## src/hw/iopc_pkg.sv

```systemverilog
package iopc_pkg;
    localparam int PINS = 8;
    localparam int AW   = 6;
    // register byte addresses
    localparam logic [5:0] A_DIR     = 6'h00;
    localparam logic [5:0] A_DSET    = 6'h01;
    localparam logic [5:0] A_DCLR    = 6'h02;
    localparam logic [5:0] A_DTGL    = 6'h03;
    localparam logic [5:0] A_OUT     = 6'h04;
    localparam logic [5:0] A_LSET    = 6'h05;
    localparam logic [5:0] A_LCLR    = 6'h06;
    localparam logic [5:0] A_LTGL    = 6'h07;
    localparam logic [5:0] A_IN      = 6'h08;
    localparam logic [5:0] A_FLAGS   = 6'h09;
    localparam logic [5:0] A_MASK    = 6'h0A;
    localparam logic [5:0] A_CTRL0   = 6'h10;
    // bit-space alias block
    localparam logic [5:0] A_ALIAS   = 6'h20;
    localparam logic [5:0] A_ALIAS_M = 6'h3C;
    localparam logic [1:0] AL_DIR    = 2'h0;
    localparam logic [1:0] AL_OUT    = 2'h1;
    localparam logic [1:0] AL_IN     = 2'h2;
    localparam logic [1:0] AL_FLAGS  = 2'h3;
    // per_lead_setup fields
    localparam int F_SNS_LO = 0;
    localparam int F_PULL   = 3;
    localparam int F_INV    = 7;
    localparam logic [7:0] CTRL_RST = 8'h00;
    localparam logic [7:0] ZERO8    = 8'h00;
    localparam logic [31:0] ZERO32  = 32'h0000_0000;
    typedef enum logic [2:0] {
        SNS_INTDIS  = 3'h0,
        SNS_BOTH    = 3'h1,
        SNS_RISE    = 3'h2,
        SNS_FALL    = 3'h3,
        SNS_OFF     = 3'h4,
        SNS_LEVEL   = 3'h5
    } iopc_snsmode_t;
endpackage

```

## src/hw/iopc_sense_if.sv

```systemverilog
`timescale 1ns/10ps
interface iopc_sense_if #(parameter int N = 8);
    logic [N-1:0] pad_in;
    logic [N-1:0] inv;
    logic [N*3-1:0] smode;
    logic [N-1:0] level;
    logic [N-1:0] hit;
    logic [N-1:0] wake;
    modport top  (output pad_in, output inv, output smode,
                  input level, input hit, input wake);
    modport sens (input pad_in, input inv, input smode,
                  output level, output hit, output wake);
endinterface

```

## src/hw/iopc_port.sv

```systemverilog
`timescale 1ns/10ps
// Function
// RULE_01 - direction bit enables driver, level bit sets driven value
// RULE_02 - pad levels pass a two-stage synchroniser before being read
// RULE_03 - input-off sense mode stops clocking that pin's synchroniser
// RULE_04 - pin level readable whether pin is input or output
// RULE_05 - asynchronous change detection provides a clockless wake output; the wake port here is registered on clk
// RULE_06 - per pin sense on both, rising, falling edges or low level
// RULE_07 - direction change of one pin leaves other pins alone
// RULE_08 - set, clear and toggle strobes give hardware read-modify-write
// RULE_09 - every pin feeds its sensed condition to the port interrupt
// RULE_10 - pin events are delivered to the event fabric
// RULE_11 - alias register block writes act like the regular registers
// RULE_12 - per pin inversion of both paths and pull-up enable
// RULE_13 - pin setup gates other functions' input view and output drive
// RULE_14 - level set, clear, toggle strobes; writing one to input toggles
// RULE_15 - direction set, clear, toggle strobes act per bit only
// RULE_16 - inversion flips input and output; toggling it shows an edge
// RULE_17 - sense event sets flag; interrupt holds until flag cleared
// RULE_18 - direction and level bits reset to zero, pins are inputs
module iopc_port
    import iopc_pkg::*;
#(
    parameter int N = PINS
)(
    input  wire logic          clk,
    input  wire logic          nrst,
    input  wire logic [AW-1:0] addr,
    input  wire logic [7:0]    wdata,
    input  wire logic          wr,
    input  wire logic          rd,
    output logic      [7:0]    rdata,
    input  wire logic [N-1:0]  pad_in,
    output logic      [N-1:0]  pad_out,
    output logic      [N-1:0]  pad_oe,
    output logic      [N-1:0]  pad_pullup,
    input  wire logic [N-1:0]  alt_out,
    input  wire logic [N-1:0]  alt_oe,
    output logic      [N-1:0]  alt_in,
    output logic      [N-1:0]  pin_event,
    output logic      [N-1:0]  wake,
    output logic               irq
);
    logic [N-1:0] dir;
    logic [N-1:0] outv;
    logic [N-1:0] flags;
    logic [N-1:0] mask;
    logic [7:0]   ctrl [N];
    logic [N-1:0] next_dir;
    logic [N-1:0] next_out;
    logic [N-1:0] wd;
    logic [N-1:0] inv;
    logic [N-1:0] pull;
    logic [N*3-1:0] smode_bus;
    logic         is_alias;
    logic [5:0]   eff_addr;

    iopc_sense_if #(.N(N)) sif ();
    iopc_sense #(.N(N)) u_sense (
        .clk  (clk),
        .nrst (nrst),
        .s    (sif)
    );

    assign wd = wdata[N-1:0];

    genvar g;
    generate
        for (g = 0; g < N; g++)
        begin : g_cfg
            assign inv[g]  = ctrl[g][F_INV]; // RULE_12
            assign pull[g] = ctrl[g][F_PULL];
            assign smode_bus[g*3 +: 3] = ctrl[g][F_SNS_LO +: 3];
        end
    endgenerate
    assign sif.pad_in = pad_in;
    assign sif.inv    = inv;
    assign sif.smode  = smode_bus;

    // alias block maps dir/out/in/flags into a compact bit-space
    function automatic logic [5:0] map_addr(input logic [5:0] a);
        logic [5:0] r;
        r = a;
        if ((a & A_ALIAS_M) == A_ALIAS)
        begin
            unique case (a[1:0])
                AL_DIR:   r = A_DIR;
                AL_OUT:   r = A_OUT;
                AL_IN:    r = A_IN;
                AL_FLAGS: r = A_FLAGS;
            endcase
        end
        return r;
    endfunction
    assign eff_addr = map_addr(addr); // RULE_11
    assign is_alias = (addr & A_ALIAS_M) == A_ALIAS;

    always_comb
    begin
        next_dir = dir;
        if (wr)
        begin
            unique case (eff_addr)
                A_DIR:    next_dir = wd;
                A_DSET:   next_dir = dir | wd; // RULE_15
                A_DCLR:   next_dir = dir & ~wd; // RULE_07
                A_DTGL:   next_dir = dir ^ wd;
                default:  next_dir = dir;
            endcase
        end
    end

    always_comb
    begin
        next_out = outv;
        if (wr)
        begin
            unique case (eff_addr)
                A_OUT:    next_out = wd;
                A_LSET:   next_out = outv | wd; // RULE_14
                A_LCLR:   next_out = outv & ~wd; // RULE_08
                A_LTGL:   next_out = outv ^ wd;
                A_IN:     next_out = outv ^ wd;
                default:  next_out = outv;
            endcase
        end
    end

    always_ff @(posedge clk or negedge nrst)
    begin
        if (!nrst)
        begin
            dir  <= ZERO8[N-1:0]; // RULE_18
            outv <= ZERO8[N-1:0];
        end
        else
        begin
            dir  <= next_dir;
            outv <= next_out;
        end
    end

    always_ff @(posedge clk or negedge nrst)
    begin
        if (!nrst)
        begin
            for (int i = 0; i < N; i++)
                ctrl[i] <= CTRL_RST;
            mask <= ZERO8[N-1:0];
        end
        else if (wr && !is_alias)
        begin
            for (int i = 0; i < N; i++)
                if (addr == A_CTRL0 + 6'(i))
                    ctrl[i] <= wdata;
            if (addr == A_MASK)
                mask <= wd;
        end
    end

    // set beats clear; a read of flags or a write of ones clears
    always_ff @(posedge clk or negedge nrst)
    begin
        if (!nrst)
            flags <= ZERO8[N-1:0];
        else
        begin
            logic [N-1:0] clr;
            clr = ZERO8[N-1:0];
            if (rd && eff_addr == A_FLAGS)
                clr = {N{1'b1}};
            if (wr && eff_addr == A_FLAGS)
                clr = wd;
            flags <= (flags & ~clr) | sif.hit; // RULE_17
        end
    end

    always_ff @(posedge clk or negedge nrst)
    begin
        if (!nrst)
        begin
            pad_out    <= ZERO8[N-1:0];
            pad_oe     <= ZERO8[N-1:0];
            pad_pullup <= ZERO8[N-1:0];
            alt_in     <= ZERO8[N-1:0];
            pin_event  <= ZERO8[N-1:0];
            wake       <= ZERO8[N-1:0];
            irq        <= 1'b0;
        end
        else
        begin
            // alternate function overrides only where it asks to drive
            pad_oe     <= next_dir | alt_oe; // RULE_01
            pad_out    <= ((alt_oe & alt_out) |
                           (~alt_oe & next_out)) ^ inv; // RULE_13
            pad_pullup <= pull;
            alt_in     <= sif.level;
            pin_event  <= sif.hit; // RULE_10
            // wake registered here; the raw sif.wake term does not leave the port
            wake       <= sif.wake; // RULE_05
            irq        <= |(((flags & ~(
                          (rd && eff_addr == A_FLAGS) ? {N{1'b1}} :
                          (wr && eff_addr == A_FLAGS) ? wd :
                          ZERO8[N-1:0])) | sif.hit) & mask); // RULE_09
        end
    end

    always_ff @(posedge clk or negedge nrst)
    begin
        if (!nrst)
            rdata <= ZERO8;
        else if (rd)
        begin
            rdata <= ZERO8;
            if (eff_addr == A_DIR)
                rdata[N-1:0] <= dir;
            else if (eff_addr == A_OUT)
                rdata[N-1:0] <= outv;
            else if (eff_addr == A_IN)
                rdata[N-1:0] <= sif.level; // RULE_04
            else if (eff_addr == A_FLAGS)
                rdata[N-1:0] <= flags;
            else if (eff_addr == A_MASK)
                rdata[N-1:0] <= mask;
            else
                for (int i = 0; i < N; i++)
                    if (addr == A_CTRL0 + 6'(i))
                        rdata <= ctrl[i];
        end
        else
            rdata <= ZERO8;
    end

    dir_set_a: assert property (@(posedge clk) disable iff (!nrst)
        (wr && addr == A_DSET) |=> ((dir & $past(wd)) == $past(wd)))
        else $error("direction set strobe did not set bits"); // RULE_15
    dir_keep_a: assert property (@(posedge clk) disable iff (!nrst)
        (wr && addr == A_DCLR) |=>
        ((dir & ~$past(wd)) == ($past(dir) & ~$past(wd))))
        else $error("direction clear disturbed other pins"); // RULE_07
    out_tgl_a: assert property (@(posedge clk) disable iff (!nrst)
        (wr && (addr == A_LTGL || addr == A_IN)) |=>
        (outv == ($past(outv) ^ $past(wd))))
        else $error("toggle wrong"); // RULE_14
    out_clr_a: assert property (@(posedge clk) disable iff (!nrst)
        (wr && addr == A_LCLR) |=> ((outv & $past(wd)) == ZERO8[N-1:0]))
        else $error("level clear wrong"); // RULE_08
    alias_out_a: assert property (@(posedge clk) disable iff (!nrst)
        (wr && addr == (A_ALIAS | 6'(AL_OUT))) |=> (outv == $past(wd)))
        else $error("alias write lost"); // RULE_11
    oe_follow_a: assert property (@(posedge clk) disable iff (!nrst)
        (alt_oe == ZERO8[N-1:0]) |=> (pad_oe == dir))
        else $error("driver not following direction"); // RULE_01
    flag_set_a: assert property (@(posedge clk) disable iff (!nrst)
        (sif.hit != ZERO8[N-1:0]) |=> ((flags & $past(sif.hit))
        == $past(sif.hit)))
        else $error("event flag lost"); // RULE_17
    irq_hold_a: assert property (@(posedge clk) disable iff (!nrst)
        ((flags & mask) != ZERO8[N-1:0] && !rd && !wr) |=> irq)
        else $error("irq dropped with flag set"); // RULE_09
    event_out_a: assert property (@(posedge clk) disable iff (!nrst)
        sif.hit[0] |=> pin_event[0])
        else $error("event not delivered"); // RULE_10

    irq_c:   cover property (@(posedge clk) disable iff (!nrst) $rose(irq));
    tgl_c:   cover property (@(posedge clk) disable iff (!nrst)
        wr && addr == A_LTGL);
    alias_c: cover property (@(posedge clk) disable iff (!nrst)
        wr && is_alias);
endmodule // iopc_port

```

## src/hw/iopc_sense.sv

```systemverilog
`timescale 1ns/10ps
module iopc_sense
    import iopc_pkg::*;
#(
    parameter int N = PINS
)(
    input  wire logic   clk,
    input  wire logic   nrst,
    iopc_sense_if.sens  s
);
    logic [N-1:0] sync1;
    logic [N-1:0] sync2;
    logic [N-1:0] prev;

    genvar g;
    generate
        for (g = 0; g < N; g++)
        begin : g_pin
            logic [2:0] mode;
            logic       eff;
            assign mode = s.smode[g*3 +: 3];
            // inverted input path; flipping inv makes an edge
            assign eff  = sync2[g] ^ s.inv[g]; // RULE_16
            // synchroniser gated when input is off to save power
            always_ff @(posedge clk or negedge nrst)
            begin
                if (!nrst)
                begin
                    sync1[g] <= 1'b0;
                    sync2[g] <= 1'b0;
                    prev[g]  <= 1'b0;
                end
                else if (mode != SNS_OFF) // RULE_03
                begin
                    sync1[g] <= s.pad_in[g]; // RULE_02
                    sync2[g] <= sync1[g];
                    prev[g]  <= eff;
                end
            end
            assign s.level[g] = eff; // RULE_04
            always_comb
            begin
                unique case (mode)
                    SNS_BOTH:  s.hit[g] = eff ^ prev[g]; // RULE_06
                    SNS_RISE:  s.hit[g] = eff & ~prev[g];
                    SNS_FALL:  s.hit[g] = ~eff & prev[g];
                    SNS_LEVEL: s.hit[g] = ~eff;
                    default:   s.hit[g] = 1'b0;
                endcase
            end
            // clockless wake path: raw pad for both-edges/level
            assign s.wake[g] = ((mode == SNS_BOTH) &&
                                ((s.pad_in[g] ^ s.inv[g]) != prev[g])) ||
                               ((mode == SNS_LEVEL) &&
                                !(s.pad_in[g] ^ s.inv[g])); // RULE_05
        end
    endgenerate

    input_off_a: assert property (@(posedge clk) disable iff (!nrst)
        (s.smode[2:0] == SNS_OFF) |=> $stable(sync2[0]))
        else $error("synchroniser clocked while input off"); // RULE_03
endmodule // iopc_sense

```

## config.mk

```make
export PLATFORM = sky130hd
export DESIGN_NAME = iopc_port
export DESIGN_NICKNAME = d
export VERILOG_FILES = /design/src/hw/iopc_pkg.sv /design/src/hw/iopc_sense_if.sv /design/src/hw/iopc_port.sv /design/src/hw/iopc_sense.sv
export SDC_FILE = /design/constraint.sdc
export NUM_CORES = 1
export LEC_CHECK = 0
export BUFFER_PORTS_ARGS = -buffer_cell sky130_fd_sc_hd__buf_2
export CELL_PAD_IN_SITES_DETAIL_PLACEMENT = 1
export CELL_PAD_IN_SITES_GLOBAL_PLACEMENT = 2
export CORE_ASPECT_RATIO = 0.75
export CORE_MARGIN = 3
export CORE_UTILIZATION = 35
export CTS_BUF_LIST = sky130_fd_sc_hd__clkbuf_16
export DETAILED_ROUTE_END_ITERATION = 6
export GPL_TIMING_DRIVEN = 0
export PLACE_DENSITY_LB_ADDON = 0.1
export REMOVE_ABC_BUFFERS = 1
export SLEW_MARGIN = 10
export SYNTH_ARGS = -nofsm -noshare
export SYNTH_HDL_FRONTEND = slang
export SYNTH_HIERARCHICAL = 1
export SYNTH_SLANG_ARGS = --single-unit
```

## constraint.sdc

```tcl
create_clock -name clk -period 2.75 [get_ports clk]
set_clock_uncertainty 0.1 [all_clocks]
set_input_delay 0.4125 -clock clk [delete_from_list [all_inputs] [get_ports clk]]
set_output_delay 0.4125 -clock clk [all_outputs]
set_load 0.01 [all_outputs]
```

; ---- Word-level counts from Yosys, hierarchy flattened
; Index checks and enable logic that the tools add are counted.
[word_totals]
regBits = 177
input_bits = 42
word_cells = 272
[op_classes]
n_eq_ne = 71
muxes = 32
bitwise_logic = 76
reduce_logical = 49
[ops]
columns = cell, n
row1 = $mux W8, 20
row2 = $pmux W8 S4, 2
row3 = $and A8 B8 Y8, 7
row4 = $eq A3 B2 Y1 const B, 16
row5 = $eq A6 B5 Y1 const B, 8
row6 = $or A8 B8 Y8, 6
row7 = $not A8 Y8, 4
row8 = $pmux W1 S4, 8
row9 = $eq A3 B1 Y1 const B, 8
row10 = $eq A3 B3 Y1 const B, 8
row11 = $eq A6 B3 Y1 const B, 4
row12 = $eq A6 B4 Y1 const B, 4
row13 = $ne A3 B3 Y1 const B, 8
row14 = $pmux W6 S4, 1
row15 = $xor A1 B1 Y1, 24
row16 = $xor A8 B8 Y8, 3
row17 = $logic_and A1 B1 Y1, 19
row18 = $reduce_and A2 Y1, 9
row19 = $and A1 B1 Y1, 16
row20 = $not A1 Y1, 16
row21 = $eq A6 B2 Y1 const B, 2
row22 = $logic_not A1 Y1, 9
row23 = $logic_or A1 B1 Y1, 8
row24 = $ne A1 B1 Y1, 8
row25 = other kinds (9), 10

; ---- Longest topological paths before layout
[depth]
depth_word = 15
ltp_mapped = 10

; ---- By module
; Netlist, hierarchy kept.
[modules_own_cells]
columns = mod, n_inst, cells_per_inst, area_each_um2, seq_area_each_um2
row1 = iopc_port, 1, 774, 8007.7, 3828.7
row2 = iopc_sense, 1, 186, 1865.5, 600.6

; ---- Worst setup path before layout
; OpenSTA, ideal clock, no wires.
[synth_path]
path_type = reg2reg
from = reg ctrl[31] (netlist name)
to = reg irq
arrival_ns = 2.241
t_required_ns = 2.519
path_slack_ns = 0.277
path_stages_with_launch = 11
n_path_buf = 0
cell_sequence = dfrtp_1 -> xor2_1 -> ha_1 -> nor3b_1 -> a31oi_1 -> o32ai_2 -> o21ai_0 -> nand4_1 -> a221oi_2 -> nand4_1 -> or3_1
[synth_between]
elab_chain_cells = 7
[synth_rtl]
columns = item, line
row1 = start: declaration, iopc_port.sv:48  ; logic [7:0] ctrl [N];
row2 = start signal: indexed assignment, iopc_port.sv:155  ; ctrl[i] <= wdata;
row3 = $xor A1 B1 Y1 *, iopc_sense.sv:23  ; assign eff = sync2[g] ^ s.inv[g];
row4 = $not A1 Y1, "iopc_sense.sv:46, iopc_sense.sv:47"
row5 = $and A1 B1 Y1, iopc_sense.sv:46  ; SNS_FALL: s.hit[g] = ~eff & prev[g];
row6 = $pmux W1 S4 *, iopc_sense.sv:43  ; unique case (mode)
row7 = named net sif.hit[4], iopc_sense_if.sv:7  ; logic [N-1:0] hit;
row8 = $or A8 B8 Y8 *, iopc_port.sv:204  ; ZERO8[N-1:0])) | sif.hit) & mask);
row9 = $and A8 B8 Y8 *, iopc_port.sv:204
row10 = $reduce_or A8 Y1 *, iopc_port.sv:201  ; irq <= |(((flags & ~(
row11 = end signal: assignment, iopc_port.sv:201
row12 = end: declaration, iopc_port.sv:42  ; output logic irq
; The timed path passes the listed nets; every way through them passes the cells marked *.
; A chain may end at the register's enable or synchronous reset.

; ---- Worst setup path in the final report
[layout_path]
from = reg u_sense.sync2[7]
to = reg irq
[layout_between]
elab_chain_cells = 7
[layout_rtl]
columns = item, line
row1 = start: declaration, iopc_sense.sv:12  ; logic [N-1:0] sync2;
row2 = start signal: indexed assignment, iopc_sense.sv:36  ; sync2[g] <= sync1[g];
row3 = $xor A1 B1 Y1 *, iopc_sense.sv:23
row4 = $not A1 Y1, "iopc_sense.sv:46, iopc_sense.sv:47"
row5 = $and A1 B1 Y1, iopc_sense.sv:46
row6 = $pmux W1 S4 *, iopc_sense.sv:43
row7 = named net sif.hit[7], iopc_sense_if.sv:7
row8 = $or A8 B8 Y8 *, iopc_port.sv:204
row9 = $and A8 B8 Y8 *, iopc_port.sv:204
row10 = $reduce_or A8 Y1 *, iopc_port.sv:201
; Marks and branches as above.

==> impl_results.md <==
- Final worst path period need: 2.79 ns
- Hold Path Origin: pad_in[2]
- Tcrit/Tclk final: 1.02
- Via count: 7776
- Starting density of the core: 0.360
- CP Launch Point: u_sense/sync2[7]
- Failing checks: negative setup slack
- Max Buffers Root-to-Sink: 2
- Fin. max-slew vios: 0
- Fillcell total: 3080
- Maxcap violations: 0
- WHS: 0.121 ns
- Leak pwr: 5.00 nW
- Crit end category: flip-flop
- Final net count: 1123
- ANT cells: 0
- Area delta synth->final: 15.3%
- DP HPWL: 23.5 mm
- Max Fclk: 358 MHz
- Final setup violation count: 1
- Cell count after synthesis: 960
- Cell variety after synth: 72
- Seq/Total Area, Yosys: 0.449
- Num rows: 52
- CP Max Fanout: 4
- Critical path class: reg2reg
- Tightest Pin Transition: 1.12 ns
- Hold Path Depth: 2
- Status: complete, but fails checks
- TritonCTS Buffers: 17
- Worst R2R Start: u_sense/sync2[7]
- Post-synth ARST share: 1.00
- CTS tree: yes
- Critical Path Source Type: flip-flop
- Die width: 200 um
- Maximum VDD drop: 0.401 mV
- Worst Hold Path EP: u_sense/sync1[2]
- Seq cells post-synth: 177
- Remaining Overflow, GRT: 0
- R2R setup slack: -0.04 ns
- Avg Cell Area, Syn: 10.3 um2
- Setup ws final: -0.0429 ns
- Slew margin rel.: 0.249
- Largest net degree at the start of global routing: 98
- Initial drt markers: 458
- Final Hold Viols: 0
- Overall Power: 7.88 mW
- CTS root buf: clkbuf_16
- Clock latency at the later pin of the worst-skew pair: 0.45 ns
- Worst Path Required: 2.98 ns
- EDFF count, synth: 0
- Clock sinks: 177
- RD Place Congestion: 0.820
- Initial antenna violation count: 2
- Area of the multi-input gates: 5070 um2
- Core footprint: 27400 um2
- Layout cells sized above 1: 0.233
- Cell Count, Final, Fillers Out: 1432
- Wire length per cell: 23.0 um
- Die Height: 151 um
- First-pass GRT wire length: 50.2 mm
- Pre-Repair DR Iteration Count: 5
- Finished Cell Area: 11400 um2
- Inst Count DP: 1390
- Gr usage total: 0.224
- Vias per cell: 5.43
- Port Buf Inserts: 98
- Setup repair after global routing missed its margin: yes
- Placed inst area: 10600 um2
- Worst Reg-to-Reg Cells: 10
- HP Class: in2reg
- Post-route DRC: 0
- Mapped Area: 9870 um2
- P per Cell Area: 692 nW/um2
- I/O pin total: 99
- Htree depth: 4
- FF-to-FF End: irq
- Vias in the first global route: 7796
- Clock Pin Slew Worst Setup and Hold Paths: 0.08 ns
- Final wirelength: 32.9 mm
- Worst path arrival time: 3.02 ns
- Register area: 4440 um2
- Post-DRT Antenna Nets: 0
- Die ar.: 30300 um2
- Synthesis Warnings: 6
- Synth Flop Type: dfrtp_1
## cell families after synthesis
group	Yosys count	share of synthesized area
AOI/OAI and AO/OA	267	0.195
xor gates and xnor gates	33	0.0300
adders and majority gates	40	0.0507
buffers and inverters	99	0.0464
DFF	177	0.449
muxes	64	0.0759
and+or+nand+nor	280	0.154
## report_power, final
| group | switching, mW | internal, mW | total, mW |
|---|---|---|---|
| sequential | 0.438 | 3.05 | 3.48 |
| combinational | 1.05 | 0.812 | 1.86 |
| clock | 1.24 | 1.30 | 2.53 |
## synth_stat cells, drive strengths merged, types with 4 or more instances
cell | instances | area [um2]
dfrtp | 177 | 4430
nand2 | 97 | 372
o21ai | 91 | 455
inv | 51 | 191
mux2 | 47 | 529
nor2 | 46 | 183
ha | 40 | 500
buf | 32 | 206
a21oi | 28 | 144
nor3 | 24 | 125
nor3b | 21 | 208
o211ai | 18 | 175
o2bb2ai | 17 | 149
xor2 | 17 | 156
and2 | 16 | 100
clkbuf | 16 | 60.1
xnor2 | 16 | 140
a221oi | 15 | 155
mux2i | 13 | 130
a22o | 12 | 105
a22oi | 11 | 82.6
nand3b | 11 | 82.6
nor2b | 11 | 68.8
o32ai | 11 | 119
a31oi | 10 | 62.6
and3 | 10 | 62.6
or3 | 9 | 56.3
a21o | 8 | 60.1
o211a | 8 | 80.1
o22ai | 8 | 50.1
a2111o | 7 | 78.8
o221ai | 7 | 61.3
nand4 | 6 | 37.5
nand2b | 5 | 31.3
nand3 | 5 | 30.0
nor4b | 5 | 50.0
a211oi | 4 | 30.0
mux4 | 4 | 90.1
nor4 | 4 | 25.0
## worst max path at each step
stage	endpoint	slack [ns]	cells past startpoint
2_1_floorplan	irq	0.28	10
3_3_place_gp	pad_out[6]	-1.97	1
3_5_place_dp	pad_out[5]	-1.08	6
4_1_cts	irq	-0.03	10
5_1_grt	irq	-0.14	10
6_report	irq	-0.04	10
## worst max-delay path, stage by stage (launching register included)
cell	delay (ns)
dfrtp_2	0.45
xor2_4	0.20
ha_4	0.27
nor3b_2	0.04
a31oi_2	0.21
o32ai_4	0.17
o21ai_2	0.16
nand4_1	0.16
a221oi_2	0.34
nand4_1	0.20
or3_1	0.37
## repair_timing
action                                  in CTS  in global routing
endpoints found under the hold margin       80                  0
resized for setup                           22                  3
gates cloned                                 0                  0
pin swaps                                   10                  8
endpoints found under the setup margin      36                  9
hold buffers                                 1                  0
setup buffers                                7                  2
## metrics by stage
| step | utilization | worst slack, ns | TNS [ns] |
|---|---|---|---|
| 3_5_place_dp | 0.388 | -1.08 | -34.28 |
| 5_1_grt | 0.416 | -0.140 | -0.140 |
| 3_3_place_gp | 0.386 | -1.97 | -393.08 |
| 4_1_cts | 0.414 | -0.0295 | -0.0295 |
| 2_1_floorplan | - | 0.277 | 0 |
| 6_report | 0.416 | -0.0429 | -0.0429 |
## metal layers
metal | vias up | global-route usage | wire length (um)
met5 | - | 0 | 13
met4 | 2 | 0.0554 | 495
met3 | 28 | 0.0471 | 1390
met2 | 133 | 0.323 | 14000
met1 | 3934 | 0.342 | 17000
li1 | 3679 | - | -
## sequential cells by signal, summed over array words and instances, names as in the netlist
signal,count
pad_out,8
pad_oe,8
ctrl,64
outv,8
mask,8
u_sense/prev,8
rdata,8
pin_event,8
wake,8
u_sense/sync2,8
flags,8
irq,1
pad_pullup,8
u_sense/sync1,8
alt_in,8
dir,8
## final cells by class
type                    instances  area share
clock buffers                  17      0.0374
well taps                     378      0.0416
clock inverters                15      0.0146
repair buffers                110      0.0539
inverters                      51      0.0168
flip-flops and latches        177       0.390
multi-input cells             684       0.446
## cells in the final DEF (no fill, tap or decap), types with 9 or more instances in the layout
cell,count
a22o_1,12
inv_1,51
nor2b_1,10
nor3b_2,11
mux2_2,47
o21ai_1,9
nor2_1,44
ha_1,39
nor3b_1,10
buf_4,10
a31oi_1,9
xor2_1,15
o211ai_1,10
mux2i_1,13
buf_2,97
nor3_1,23
nand3b_1,11
o21ai_0,81
and2_1,16
or3_1,9
a221oi_1,13
nand2_1,94
and3_1,10
dfrtp_1,170
xnor2_1,16
o2bb2ai_1,17
a21oi_1,27
a22oi_1,11
clkbuf_16,17
Note: power is estimated with default switching activity, not from simulation.
